File: config.mk
export PLATFORM = sky130hd
export DESIGN_NAME = pafs_top
export DESIGN_NICKNAME = d
export VERILOG_FILES = /design/src/pkg/pafs_pkg.sv /design/src/rtl/pafs_sync.sv /design/src/rtl/pafs_pad.sv /design/src/rtl/pafs_top.sv
export SDC_FILE = /design/constraint.sdc
export NUM_CORES = 1
export LEC_CHECK = 0
export BUFFER_PORTS_ARGS = -buffer_cell sky130_fd_sc_hd__buf_2
export CAP_MARGIN = 25
export CORE_ASPECT_RATIO = 0.7
export CORE_MARGIN = 1.5
export CORE_UTILIZATION = 49
export CTS_CLUSTER_SIZE = 20
export DETAILED_ROUTE_END_ITERATION = 10
export PLACE_DENSITY_LB_ADDON = 0.15
export REMOVE_ABC_BUFFERS = 1
export SYNTH_ARGS = -nofsm -noshare
export SYNTH_HDL_FRONTEND = slang
export SYNTH_HIERARCHICAL = 1
export SYNTH_SLANG_ARGS = --single-unit
File: constraint.sdc
create_clock -name aclk -period 2.2 [get_ports aclk]
set_input_delay 0.22 -clock aclk [delete_from_list [all_inputs] [get_ports aclk]]
set_output_delay 0.22 -clock aclk [all_outputs]
set_load 0.1 [all_outputs]
File: src/pkg/pafs_pkg.sv
// constants and types for the port alternate-function setup block
// assumes an axi4-lite master on aclk and pads resolved outside
//
// Summary of operation
// each port11_pullup_sel bit 0..3 set to 1 connects its pin pull-up
// port11_pullup_sel resets to zero, fixed index, bits 7..4 read zero
// port11_pullup_sel accepts byte and single-bit reads and writes
// port_alt_ctrl bit 0 turns the wait input on; other bits read zero
// port_alt_ctrl resets to zero at its fixed index
// port_alt_ctrl accepts byte and single-bit reads and writes
// software sets direction and latch per pin before alternate use
// nmi input on port 0 bit 0 needs input direction only
// port 0 bit 5 interrupt and converter trigger need input direction
// port 0 bit 7 interrupt input needs input direction
// port 1 bit 0 serial data input needs input direction
// port 1 bit 2 clock: input direction, or output with latch zero
// port 1 bit 5 clock or baud clock input; output needs latch zero
// i2c pins need output direction, latch zero, open-drain bit set
// port 3 bit 4 outputs need output direction and latch zero
// alternate outputs drive only in output direction; inputs always sampled
// driven pin shows latch ored with peripheral output
// only wait_input_enable switches port 11 bit 0 to wait input
`default_nettype none
package pafs_pkg;
  // ------------------------------------------------------------
  // register indices; byte address is four times the index
  // ------------------------------------------------------------
  localparam logic [31:0] IDX_PORT_ALT_CTRL = 32'hffff_f040;
  localparam logic [31:0] IDX_PORT11_PULLUP = 32'hffff_f096;
  localparam logic [31:0] IDX_LATCH_BASE = 32'h0000_0000;
  localparam logic [31:0] IDX_DIR_BASE = 32'h0000_0008;
  localparam logic [31:0] IDX_OD_BASE = 32'h0000_0010;
  localparam logic [31:0] IDX_BIT_BASE = 32'h0000_0100;
  localparam int NPORT = 5;
  localparam int NOD = 2;
  // ------------------------------------------------------------
  // reset values and field positions
  // ------------------------------------------------------------
  localparam logic [7:0] RST_PORT_ALT_CTRL = 8'h00;
  localparam logic [7:0] RST_PORT11_PULLUP = 8'h00;
  localparam logic [7:0] RST_DIR = 8'hff;
  localparam logic [7:0] RST_DIR_P11 = 8'h1f;
  localparam logic [7:0] MASK_P11 = 8'h0f;
  localparam logic [7:0] MASK_PAC = 8'h01;
  localparam int WAIT_EN_BIT = 0;
  localparam int P11_IDX = 4;
  localparam logic [1:0] RESP_OKAY = 2'h0;
  localparam logic [1:0] RESP_SLVERR = 2'h2;

  typedef enum logic [2:0] {
    PAFS_K_NONE = 3'b000,
    PAFS_K_LATCH = 3'b001,
    PAFS_K_DIR = 3'b010,
    PAFS_K_OD = 3'b011,
    PAFS_K_PAC = 3'b100,
    PAFS_K_PU = 3'b101,
    PAFS_K_BIT = 3'b110
  } pafs_kind_t;

  typedef struct packed {
    pafs_kind_t kind;
    logic [3:0] idx;
  } pafs_dec_t;

  typedef struct packed {
    logic [7:0] o;
    logic [7:0] oe;
  } pafs_pad_t;
endpackage
`default_nettype wire

File: src/rtl/pafs_sync.sv
// two-flop synchroniser for pin inputs
// assumes asynchronous inputs and one clock
`default_nettype none
module pafs_sync #(
  parameter int W = 8
) (
  input wire logic aclk,
  input wire logic aresetn,
  input wire logic [W-1:0] d,
  output logic [W-1:0] q
);
  logic [W-1:0] s1_reg;
  logic [W-1:0] s2_reg;

  always_ff @(posedge aclk) begin
    if (!aresetn) begin
      s1_reg <= '0;
      s2_reg <= '0;
    end else begin
      s1_reg <= d;
      s2_reg <= s1_reg;
    end
  end
  assign q = s2_reg;
endmodule
`default_nettype wire

File: src/rtl/pafs_pad.sv
// per-port pad steering: latch ored with peripheral, open-drain option
// assumes the caller registers the result
`default_nettype none
module pafs_pad
  import pafs_pkg::*;
#(
  parameter int W = 8
) (
  input wire logic [W-1:0] latch,
  input wire logic [W-1:0] alt,
  input wire logic [W-1:0] dir,
  input wire logic [W-1:0] od,
  output pafs_pad_t pad
);
  logic [W-1:0] val;

  always_comb begin
    val = latch | alt;
    pad = '0;
    // open-drain pulls low only; normal drives both levels
    pad.o = val & ~od;
    pad.oe = ~dir & (~od | ~val);
  end
endmodule
`default_nettype wire

File: src/rtl/pafs_top.sv
// port pin setup: latches, directions, open-drain, pull-ups, wait enable
// assumes an axi4-lite master on aclk; pins arrive asynchronously
`default_nettype none
module pafs_top
  import pafs_pkg::*;
#(
  parameter int ADDR_W = 16
) (
  input wire logic aclk,
  input wire logic aresetn,
  input wire logic [ADDR_W-1:0] s_axi_awaddr,
  input wire logic s_axi_awvalid,
  output logic s_axi_awready,
  input wire logic [31:0] s_axi_wdata,
  input wire logic [3:0] s_axi_wstrb,
  input wire logic s_axi_wvalid,
  output logic s_axi_wready,
  output logic [1:0] s_axi_bresp,
  output logic s_axi_bvalid,
  input wire logic s_axi_bready,
  input wire logic [ADDR_W-1:0] s_axi_araddr,
  input wire logic s_axi_arvalid,
  output logic s_axi_arready,
  output logic [31:0] s_axi_rdata,
  output logic [1:0] s_axi_rresp,
  output logic s_axi_rvalid,
  input wire logic s_axi_rready,
  input wire logic [NPORT-1:0][7:0] pin_i,
  output logic [NPORT-1:0][7:0] pin_o,
  output logic [NPORT-1:0][7:0] pin_oe,
  input wire logic [NPORT-1:0][7:0] alt_out,
  output logic [NPORT-1:0][7:0] alt_in,
  output logic [3:0] port11_pullup_en,
  output logic ext_wait_req
);
  // ------------------------------------------------------------
  // decode helpers
  // ------------------------------------------------------------
  localparam int AW = ADDR_W - 2;

  function automatic logic hit(input logic [AW-1:0] w, input logic [31:0] idx);
    hit = (w == idx[AW-1:0]);
  endfunction

  function automatic pafs_dec_t decode(input logic [ADDR_W-1:0] a);
    logic [AW-1:0] w;
    pafs_dec_t d;
    w = a[ADDR_W-1:2];
    d = '{kind: PAFS_K_NONE, idx: 4'h0};
    for (int i = 0; i < NPORT; i++) begin
      if (hit(w, IDX_LATCH_BASE + 32'(i))) d = '{kind: PAFS_K_LATCH, idx: 4'(i)};
      if (hit(w, IDX_DIR_BASE + 32'(i))) d = '{kind: PAFS_K_DIR, idx: 4'(i)};
    end
    for (int i = 0; i < NOD; i++) begin
      if (hit(w, IDX_OD_BASE + 32'(i))) d = '{kind: PAFS_K_OD, idx: 4'(i)};
    end
    for (int i = 0; i < 16; i++) begin
      if (hit(w, IDX_BIT_BASE + 32'(i))) d = '{kind: PAFS_K_BIT, idx: 4'(i)};
    end
    if (hit(w, IDX_PORT_ALT_CTRL)) d = '{kind: PAFS_K_PAC, idx: 4'h0};
    if (hit(w, IDX_PORT11_PULLUP)) d = '{kind: PAFS_K_PU, idx: 4'h0};
    decode = d;
  endfunction

  function automatic logic [7:0] port_mask(input int p);
    port_mask = (p == P11_IDX) ? MASK_P11 : 8'hff;
  endfunction

  // ------------------------------------------------------------
  // state
  // ------------------------------------------------------------
  logic [NPORT-1:0][7:0] latch_reg, latch_next;
  logic [NPORT-1:0][7:0] dir_reg, dir_next;
  logic [NOD-1:0][7:0] od_reg, od_next;
  logic [7:0] pac_reg, pac_next;
  logic [7:0] pu_reg, pu_next;
  logic aw_held_reg, aw_held_next;
  logic w_held_reg, w_held_next;
  logic [ADDR_W-1:0] awaddr_reg, awaddr_next;
  logic [31:0] wdata_reg, wdata_next;
  logic wstrb0_reg, wstrb0_next;
  logic awready_reg, awready_next;
  logic wready_reg, wready_next;
  logic bvalid_reg, bvalid_next;
  logic [1:0] bresp_reg, bresp_next;
  logic arready_reg, arready_next;
  logic rvalid_reg, rvalid_next;
  logic [31:0] rdata_reg, rdata_next;
  logic [1:0] rresp_reg, rresp_next;
  logic [NPORT-1:0][7:0] pin_sync;
  logic [NPORT-1:0][7:0] od_full;
  pafs_pad_t [NPORT-1:0] pad;
  logic [NPORT-1:0][7:0] pin_o_reg, pin_oe_reg, alt_in_reg;
  logic [3:0] pu_out_reg;
  logic wait_reg;
  logic do_write;
  pafs_dec_t wdec, rdec;

  // ------------------------------------------------------------
  // pins
  // ------------------------------------------------------------
  pafs_sync #(.W(NPORT * 8)) u_sync (
    .aclk(aclk),
    .aresetn(aresetn),
    .d(pin_i),
    .q(pin_sync)
  );

  always_comb begin
    od_full = '0;
    od_full[1] = od_reg[0];
    od_full[2] = od_reg[1];
  end

  for (genvar p = 0; p < NPORT; p++) begin : g_pad
    pafs_pad #(.W(8)) u_pad (
      .latch(latch_reg[p]),
      .alt(alt_out[p] & port_mask(p)),
      .dir(dir_reg[p]),
      .od(od_full[p]),
      .pad(pad[p])
    );
  end

  always_ff @(posedge aclk) begin
    if (!aresetn) begin
      pin_o_reg <= '0;
      pin_oe_reg <= '0;
      alt_in_reg <= '0;
      pu_out_reg <= '0;
      wait_reg <= 1'b0;
    end else begin
      for (int p = 0; p < NPORT; p++) begin
        pin_o_reg[p] <= pad[p].o;
        pin_oe_reg[p] <= pad[p].oe & port_mask(p);
      end
      alt_in_reg <= pin_sync;
      pu_out_reg <= pu_reg[3:0];
      // wait pin is active low; only the enable bit gates it
      wait_reg <= pac_reg[WAIT_EN_BIT] & ~pin_sync[P11_IDX][0];
    end
  end

  // ------------------------------------------------------------
  // axi4-lite write and read
  // ------------------------------------------------------------
  assign wdec = decode(awaddr_reg);
  assign rdec = decode(s_axi_araddr);
  assign do_write = aw_held_reg & w_held_reg & ~bvalid_reg;

  always_comb begin
    logic [7:0] b;
    logic [NPORT-1:0][7:0] rd_port;
    b = wdata_reg[7:0];
    rd_port = '0;
    latch_next = latch_reg;
    dir_next = dir_reg;
    od_next = od_reg;
    pac_next = pac_reg;
    pu_next = pu_reg;
    aw_held_next = aw_held_reg | (s_axi_awvalid & awready_reg);
    w_held_next = w_held_reg | (s_axi_wvalid & wready_reg);
    awaddr_next = (s_axi_awvalid & awready_reg) ? s_axi_awaddr : awaddr_reg;
    wdata_next = (s_axi_wvalid & wready_reg) ? s_axi_wdata : wdata_reg;
    wstrb0_next = (s_axi_wvalid & wready_reg) ? s_axi_wstrb[0] : wstrb0_reg;
    bvalid_next = bvalid_reg & ~s_axi_bready;
    bresp_next = bresp_reg;
    if (do_write) begin
      aw_held_next = 1'b0;
      w_held_next = 1'b0;
      bvalid_next = 1'b1;
      bresp_next = (wdec.kind == PAFS_K_NONE) ? RESP_SLVERR : RESP_OKAY;
      if (wstrb0_reg) begin
        case (wdec.kind)
          PAFS_K_LATCH: latch_next[wdec.idx] = b & port_mask(int'(wdec.idx));
          PAFS_K_DIR: dir_next[wdec.idx] = b & port_mask(int'(wdec.idx));
          PAFS_K_OD: od_next[wdec.idx[0]] = b;
          PAFS_K_PAC: pac_next = b & MASK_PAC;
          PAFS_K_PU: pu_next = b & MASK_P11;
          PAFS_K_BIT: begin
            if (wdec.idx[3]) pu_next[wdec.idx[2:0]] = b[0] & MASK_P11[wdec.idx[2:0]];
            else pac_next[wdec.idx[2:0]] = b[0] & MASK_PAC[wdec.idx[2:0]];
          end
          default: ;
        endcase
      end
    end
    awready_next = ~aw_held_next & ~bvalid_next;
    wready_next = ~w_held_next & ~bvalid_next;
    for (int p = 0; p < NPORT; p++) begin
      rd_port[p] = (pin_sync[p] & dir_reg[p] | latch_reg[p] & ~dir_reg[p]) & port_mask(p);
    end
    rvalid_next = rvalid_reg & ~s_axi_rready;
    rdata_next = rdata_reg;
    rresp_next = rresp_reg;
    if (s_axi_arvalid & arready_reg) begin
      rvalid_next = 1'b1;
      rresp_next = RESP_OKAY;
      case (rdec.kind)
        PAFS_K_LATCH: rdata_next = {24'h00_0000, rd_port[rdec.idx]};
        PAFS_K_DIR: rdata_next = {24'h00_0000, dir_reg[rdec.idx]};
        PAFS_K_OD: rdata_next = {24'h00_0000, od_reg[rdec.idx[0]]};
        PAFS_K_PAC: rdata_next = {24'h00_0000, pac_reg};
        PAFS_K_PU: rdata_next = {24'h00_0000, pu_reg};
        PAFS_K_BIT: rdata_next = {31'h0000_0000,
          rdec.idx[3] ? pu_reg[rdec.idx[2:0]] : pac_reg[rdec.idx[2:0]]};
        default: begin
          rdata_next = 32'h0000_0000;
          rresp_next = RESP_SLVERR;
        end
      endcase
    end
    arready_next = ~rvalid_next;
  end

  always_ff @(posedge aclk) begin
    if (!aresetn) begin
      latch_reg <= '0;
      for (int p = 0; p < NPORT; p++) begin
        dir_reg[p] <= (p == P11_IDX) ? RST_DIR_P11 : RST_DIR;
      end
      od_reg <= '0;
      pac_reg <= RST_PORT_ALT_CTRL;
      pu_reg <= RST_PORT11_PULLUP;
      aw_held_reg <= 1'b0;
      w_held_reg <= 1'b0;
      awaddr_reg <= '0;
      wdata_reg <= 32'h0000_0000;
      wstrb0_reg <= 1'b0;
      awready_reg <= 1'b0;
      wready_reg <= 1'b0;
      bvalid_reg <= 1'b0;
      bresp_reg <= RESP_OKAY;
      arready_reg <= 1'b0;
      rvalid_reg <= 1'b0;
      rdata_reg <= 32'h0000_0000;
      rresp_reg <= RESP_OKAY;
    end else begin
      latch_reg <= latch_next;
      dir_reg <= dir_next;
      od_reg <= od_next;
      pac_reg <= pac_next;
      pu_reg <= pu_next;
      aw_held_reg <= aw_held_next;
      w_held_reg <= w_held_next;
      awaddr_reg <= awaddr_next;
      wdata_reg <= wdata_next;
      wstrb0_reg <= wstrb0_next;
      awready_reg <= awready_next;
      wready_reg <= wready_next;
      bvalid_reg <= bvalid_next;
      bresp_reg <= bresp_next;
      arready_reg <= arready_next;
      rvalid_reg <= rvalid_next;
      rdata_reg <= rdata_next;
      rresp_reg <= rresp_next;
    end
  end

  assign s_axi_awready = awready_reg;
  assign s_axi_wready = wready_reg;
  assign s_axi_bvalid = bvalid_reg;
  assign s_axi_bresp = bresp_reg;
  assign s_axi_arready = arready_reg;
  assign s_axi_rvalid = rvalid_reg;
  assign s_axi_rdata = rdata_reg;
  assign s_axi_rresp = rresp_reg;
  assign pin_o = pin_o_reg;
  assign pin_oe = pin_oe_reg;
  assign alt_in = alt_in_reg;
  assign port11_pullup_en = pu_out_reg;
  assign ext_wait_req = wait_reg;

  // ------------------------------------------------------------
  // assertions
  // ------------------------------------------------------------
  pafs_kind_t rkind_q;
  always_ff @(posedge aclk) begin
    if (!aresetn) rkind_q <= PAFS_K_NONE;
    else if (s_axi_arvalid & arready_reg) rkind_q <= rdec.kind;
  end

  property p_pu_pin;
    @(posedge aclk) disable iff (!aresetn)
    $past(aresetn) |-> port11_pullup_en == $past(pu_reg[3:0]);
  endproperty
  a_pu_pin: assert property (p_pu_pin) else $error("pull-up output mismatch");

  property p_reset_vals;
    @(posedge aclk) $past(aresetn) && !aresetn |=> pu_reg == 8'h00 && pac_reg == 8'h00;
  endproperty
  a_reset_vals: assert property (p_reset_vals) else $error("reset values wrong");

  property p_pu_read_upper;
    @(posedge aclk) disable iff (!aresetn)
    $rose(rvalid_reg) && rkind_q == PAFS_K_PU |-> rdata_reg[31:4] == 28'h000_0000;
  endproperty
  a_pu_read_upper: assert property (p_pu_read_upper) else $error("pull-up upper bits");

  property p_byte_pac;
    @(posedge aclk) disable iff (!aresetn)
    do_write && wstrb0_reg && wdec.kind == PAFS_K_PAC
      |=> pac_reg == {7'h00, $past(wdata_reg[0])};
  endproperty
  a_byte_pac: assert property (p_byte_pac) else $error("byte write to control");

  property p_bit_pu;
    @(posedge aclk) disable iff (!aresetn)
    do_write && wstrb0_reg && wdec.kind == PAFS_K_BIT && wdec.idx == 4'ha
      |=> pu_reg[2] == $past(wdata_reg[0]) && $stable(pu_reg[1:0]);
  endproperty
  a_bit_pu: assert property (p_bit_pu) else $error("bit write to pull-up");

  property p_wait_gate;
    @(posedge aclk) disable iff (!aresetn)
    ext_wait_req |-> $past(pac_reg[WAIT_EN_BIT]) && pac_reg[7:1] == 7'h00;
  endproperty
  a_wait_gate: assert property (p_wait_gate) else $error("wait without enable");

  property p_oe_dir;
    @(posedge aclk) disable iff (!aresetn)
    $past(aresetn) |-> (pin_oe_reg[0] & $past(dir_reg[0])) == 8'h00;
  endproperty
  a_oe_dir: assert property (p_oe_dir) else $error("drive in input direction");

  property p_or_out;
    @(posedge aclk) disable iff (!aresetn)
    $past(aresetn) |-> pin_o_reg[3] == $past(latch_reg[3] | alt_out[3]);
  endproperty
  a_or_out: assert property (p_or_out) else $error("pin not latch or peripheral");

  property p_bresp_hold;
    @(posedge aclk) disable iff (!aresetn)
    bvalid_reg && !s_axi_bready |=> bvalid_reg && $stable(bresp_reg);
  endproperty
  a_bresp_hold: assert property (p_bresp_hold) else $error("write response dropped");

  property p_write_resp;
    @(posedge aclk) disable iff (!aresetn)
    s_axi_awvalid && awready_reg && s_axi_wvalid && wready_reg |-> ##2 bvalid_reg;
  endproperty
  a_write_resp: assert property (p_write_resp) else $error("write response late");

  c_bit_write: cover property (@(posedge aclk) do_write && wdec.kind == PAFS_K_BIT);
  c_wait: cover property (@(posedge aclk) $rose(ext_wait_req));
  c_bad_read: cover property (@(posedge aclk) rvalid_reg && rresp_reg == RESP_SLVERR);
endmodule
`default_nettype wire

# ---- Yosys cells after proc, flatten, opt, wreduce, memory -nomap -nowiden
# Memory sizes are Yosys's and may differ from the RTL's.
# Cells that the tools add are included.
dict set report totals {
  n_memories 2
  word_cells 299
  register_bits 385
  ramBits 0
  rom_bits 16
  latch_bits 0
  in_bits 155
  output_inout_bits 166
}
dict set report classes {
  n_addsub 0
  multipliers 0
  shifts 0
  mux 96
  n_eq_ne 73
  magnitude_cmp 9
  bitwise 58
  reduce_logical 14
  div 0
}
# memory words word_bits rd rd_ports_with_merged_regs wr line
set memory_table {}
lappend memory_table {{(name not given)} 8 1 1 0 0 pafs_top.sv:182} ;# else pac_next[wdec.idx[2:0]] = b[0] & MASK_PAC[wdec.idx[2:0]];
lappend memory_table {{(name not given)} 8 1 1 0 0 pafs_top.sv:181} ;# if (wdec.idx[3]) pu_next[wdec.idx[2:0]] = b[0] & MASK_P11[wdec.idx[2:0]];
# operator count
set op_table {}
lappend op_table {{14-bit by 9-bit equality test with 1-bit output, second input constant} 32}
lappend op_table {{7-bit 2-to-1 mux} 49}
lappend op_table {{14-bit by 4-bit equality test with 1-bit output, second input constant} 10}
lappend op_table {{8-bit bitwise AND} 13}
lappend op_table {{40-bit bitwise mux} 2}
lappend op_table {{8-bit OR} 10}
lappend op_table {{8-bit 2-to-1 mux} 9}
lappend op_table {{8-bit inverter} 8}
lappend op_table {{14-bit equality test, second input constant} 4}
lappend op_table {{14-bit by 2-bit equality test with 1-bit output, second input constant} 4}
lappend op_table {{14-bit by 5-bit equality test with 1-bit output, second input constant} 4}
lappend op_table {{6-bit 2-to-1 mux} 9}
lappend op_table {{8-bit binary-select mux with 3-bit select} 2}
lappend op_table {{8-bit one-hot mux with 6 select lines} 1}
lappend op_table {{8-bit one-hot mux with 2 select lines} 2}
lappend op_table {{14-bit by 1-bit equality test with 1-bit output, second input constant} 2}
lappend op_table {{14-bit by 3-bit equality test with 1-bit output, second input constant} 2}
lappend op_table {{14-bit zero test} 2}
lappend op_table {{8-bit demux with 3-bit select} 1}
lappend op_table {{3-bit equality test, second input constant} 6}
lappend op_table {{16-bit bitwise mux} 1}
lappend op_table {{8-bit bitwise mux} 2}
lappend op_table {{1-bit bitwise AND} 12}
lappend op_table {{3-bit by 2-bit equality test with 1-bit output, second input constant} 4}
lappend op_table {{other kinds (27)} 59}

# ---- Depth between registers and ports, before layout
dict set report logic_depth {
  word_depth 38
  depth_mapped 10
  depth_no_buf 7
}

# ---- Modules after synthesis
# The synthesis kept the hierarchy.
# mod n_inst seq_area_each_um2 area_each_um2 cells_per_inst
set modules_own_cells {}
lappend modules_own_cells {pafs_top 1 5465.2 11050.6 1224}
lappend modules_own_cells {pafs_sync 1 1601.5 2213.4 168}
lappend modules_own_cells {pafs_pad 5 0.0 237.7 25}

# ---- Worst setup path before layout
# OpenSTA, ideal clock, no wires.
dict set report synth_timing {
  path_type {register -> register}
  start {reg bvalid_reg (netlist: s_axi_bvalid)}
  end {reg dir_reg[1] (netlist name)}
  path_buffers 1
  period_less_slack_ps 2345
  required_ps 2071
  t_arrival_ps 2215
  setup_ps 129
  stages_incl_launch_ff 8
  slack_ps -145
  path_cell_list {dfxtp_1 nand4b_1 a211oi_2 nand3b_1 buf_2 nor3_4 mux2i_1 nand2_1}
}
dict set report synth_between {
  elab_chain_len 3
}
# item line
set synth_lines {}
lappend synth_lines {{start, declared} pafs_top.sv:84} ;# logic bvalid_reg, bvalid_next;
lappend synth_lines {{start signal, assigned} pafs_top.sv:251} ;# bvalid_reg <= bvalid_next;
lappend synth_lines {{1-bit inverter} pafs_top.sv:149} ;# assign do_write = aw_held_reg & w_held_reg & ~bvalid_reg;
lappend synth_lines {{1-bit bitwise AND} pafs_top.sv:149}
lappend synth_lines {{3-bit AND reduction (no source line)} n/a}
lappend synth_lines {{end signal, assigned by index} pafs_top.sv:220} ;# dir_reg[p] <= (p == P11_IDX) ? RST_DIR_P11 : RST_DIR;
lappend synth_lines {{end signal, assigned} pafs_top.sv:240} ;# dir_reg <= dir_next;
lappend synth_lines {{end, declared} pafs_top.sv:73} ;# logic [NPORT-1:0][7:0] dir_reg, dir_next;
# No other way between the ends.
# A chain may end at the register's enable or synchronous reset.

# ---- Worst setup path in the final report
dict set report layout_timing {
  start {reg awaddr_reg[9]}
  end {reg dir_reg[7] (netlist name)}
}
dict set report layout_between {
  elab_chain_len 35
  elab_cells_between_ends 71
  cone_classes {2 x order compare; 31 x eq/ne; 34 x mux; 1 x bitwise; 3 x reduce/logical}
}
# item line
set layout_lines {}
lappend layout_lines {{start, declared} pafs_top.sv:79} ;# logic [ADDR_W-1:0] awaddr_reg, awaddr_next;
lappend layout_lines {{start signal, assigned} pafs_top.sv:246} ;# awaddr_reg <= awaddr_next;
lappend layout_lines {{14-bit by 4-bit equality test with 1-bit output} pafs_top.sv:42} ;# hit = (w == idx[AW-1:0]);
lappend layout_lines {{6-bit 2-to-1 mux} pafs_top.sv:52} ;# if (hit(w, IDX_DIR_BASE + 32'(i))) d = '{kind: PAFS_K_DIR, idx: 4'(i)};
lappend layout_lines {{6-bit 2-to-1 mux} pafs_top.sv:51} ;# if (hit(w, IDX_LATCH_BASE + 32'(i))) d = '{kind: PAFS_K_LATCH, idx: 4'(i)};
lappend layout_lines {{6-bit 2-to-1 mux} pafs_top.sv:52}
lappend layout_lines {{6-bit 2-to-1 mux} pafs_top.sv:51}
lappend layout_lines {{6-bit 2-to-1 mux} pafs_top.sv:52}
lappend layout_lines {{6-bit 2-to-1 mux} pafs_top.sv:51}
lappend layout_lines {{6-bit 2-to-1 mux} pafs_top.sv:52}
lappend layout_lines {{(+4 left out)} n/a}
lappend layout_lines {{7-bit 2-to-1 mux (16 in a row)} pafs_top.sv:58} ;# if (hit(w, IDX_BIT_BASE + 32'(i))) d = '{kind: PAFS_K_BIT, idx: 4'(i)};
lappend layout_lines {{7-bit 2-to-1 mux} pafs_top.sv:60} ;# if (hit(w, IDX_PORT_ALT_CTRL)) d = '{kind: PAFS_K_PAC, idx: 4'h0};
lappend layout_lines {{7-bit 2-to-1 mux (*)} pafs_top.sv:61} ;# if (hit(w, IDX_PORT11_PULLUP)) d = '{kind: PAFS_K_PU, idx: 4'h0};
lappend layout_lines {{4-bit by 1-bit >= comparator with 1-bit output (implied by the code) or 4-bit < comparator (tied branches)} pafs_top.sv:176} ;# PAFS_K_DIR: dir_next[wdec.idx] = b & port_mask(int'(wdec.idx));
lappend layout_lines {{1-bit logical AND (implied by the code)} pafs_top.sv:176}
lappend layout_lines {{8-bit 2-to-1 mux (implied by the code)} pafs_top.sv:176}
lappend layout_lines {{8-bit demux with 3-bit select} pafs_top.sv:176}
lappend layout_lines {{40-bit bitwise mux} pafs_top.sv:176}
# Mark *: on every way between the ends. The rest lies on a longest branch, timed or not.

==> impl_metrics.ini <==
[final_layout]
stdcell_area_um2 = 19300
nets = 2125
layout-drive-gt1-share = 0.351
seqCellArea_um2 = 7080
area_growth_pct = 33.6
multiInputGateArea_um2 = 7260
antenna_cells = 0
fillers = 2375

[detailed_routing]
top_layer = met4
wl_met3_mm = 3.95
drt_pass1_iterations = 5
met2_length_mm = 18.2
drt-initial-drc-count = 1061
drc = 0
drt_wl_total_mm = 44.0
drt-wirelength-per-cell_um = 18.5
via_count = 12290
detail-route-antenna-nets = 0
met1_length_mm = 21.0
viasPerCell = 5.17

[sta]
setup_violations = 22
tightestPinTransition_ns = 0.849
setup_slack_ns = -0.0622
min_period_over_period = 1.03
min_period_ns = 2.26
rsz0062_at_grt = yes
holdWs_ns = 0.0400
fmax_ghz = 0.442
clock_skew_ns = 0.0145
slew_viol_final = 0
slew_headroom = 0.434
hold_viol = 0
setup_tns_ns = -0.754

[critical_path]
crit_path_end_kind = flip-flop
slowest_delay_ns = 0.34
crit_chain = buf_6, and3_4, a22o_1, a211oi_2, buf_4, nand3b_1, buf_6, nor3_4, buf_12, mux2i_1, nand2_1
critPathLaunchType = flip-flop
cp_max_fo = 5
crit_top_cell = buf_6
crit_arrival_ns = 2.66
crit_slowest_cell = dfxtp_4
required_ns = 2.60
criticalPathCategory = reg -> reg

[hold_path]
min_path_type = in -> reg

[global_route]
antenna_found_initial = 0
grt_max_degree = 141
grt_pass1_wl_mm = 67.3
first_global_vias = 11670
grt_use_total = 0.283
gr-total-overflow = 0

[clock_tree]
clkSlewWorstSetupHoldPaths_ns = 0.06
cts-root-buf = clkbuf_16
cts.path.max_buffers = 3
h-tree-depth = 2
clk_latency_ns = 0.54
cts_tree = built
cts.sinks = 353
cts_buffers = 36

[logic_synthesis]
synth.avg_cell_area_um2 = 9.53
syn-cell-area_um2 = 14400
synth_warnings = 6
syn_inst = 1512

[floorplanning]
core_um2 = 28900
io_pins = 321
die_width_um = 208
rows = 52
dieArea_um2 = 30500
fp.dieH_um = 147
initial_core_util = 0.499

[place]
pre_cts_slack_ns = -0.271
port_buffers = 255
place_area_um2 = 16800
routabilityCongestion = 0.945
dpl.hpwl_mm = 30.7

[run_status]
violations = setup timing
status = complete, but fails checks

[power]
ir_worst_vdd_uv = 546
p_leak_uw = 0.00850
power_uw = 15100
power_density_nw_per_um2 = 782

[run]
cap_violations = 0
through the flow:
step	utilization	instances
2_1_floorplan	-	1470
3_3_place_gp	0.583	2229
3_5_place_dp	0.583	2229
4_1_cts	0.658	2365
5_1_grt	0.667	2375
6_report	0.667	2375
placed cells by master, fill, tap and decap left out, drive strengths merged, types with 8 or more instances in the layout:
cell type	instances
buf	396
dfxtp	353
and2	212
nand2	167
a21oi	116
o21ai	92
mux2i	79
conb	78
dlygate4sd3	65
nor2	62
nand3	49
clkbuf	48
nor2b	45
or2	39
a21boi	21
a211oi	18
nor3	16
and3	16
a22o	8
nand2b	8
final cells by class:
cell class,instances,area share
clock buffer,48,0.0528
clock inverter,17,0.0147
tap,378,0.0246
multi-input combinational,1112,0.377
inverter,6,0.00117
timing repair buffer,461,0.163
sequential,353,0.368
power by group:
group	internal (µW)	leakage (µW)	switching [µW]
Clock	4090	0.000630	2620
Combinational	557	0.00499	1170
Sequential	6540	0.00288	78.9
layer usage:
metal  vias to the layer above  GRT usage
li1                       5942          -
met1                      5797      0.420
met2                       497      0.406
met3                        54     0.0718
met4                         0     0.0755
met5                         -          0
final timing paths:
path	endpoint	startpoint	cells past startpoint	slack, ns
worst min-delay path	pin_o[31]	alt_out[31]	4	0.04
worst min register to register	u_sync/q[12]	u_sync/s1_reg[12]	1	0.43
worst max-delay path	dir_reg[7]	awaddr_reg[9]	11	-0.06
worst max register to register	dir_reg[7]	awaddr_reg[9]	11	-0.06
worst max-delay path: cells and delay by family, from the launching register on:
kind | cells | cell delay (ns)
compound gates | 2 | 0.48
buf+inv | 4 | 0.58
flops | 1 | 0.34
mux | 1 | 0.19
simple gates | 4 | 0.54
what timing repair did:
action | 4_1_cts | 5_1_grt
buffers inserted | 5 | 10
pin swaps | 27 | 19
hold buffers | 65 | 0
hold endpoints to repair | 65 | 0
resized for setup | 51 | 56
endpoints found under the setup margin | 72 | 97
gates cloned | 1 | 0
Note: power is estimated with default switching activity, not from simulation.
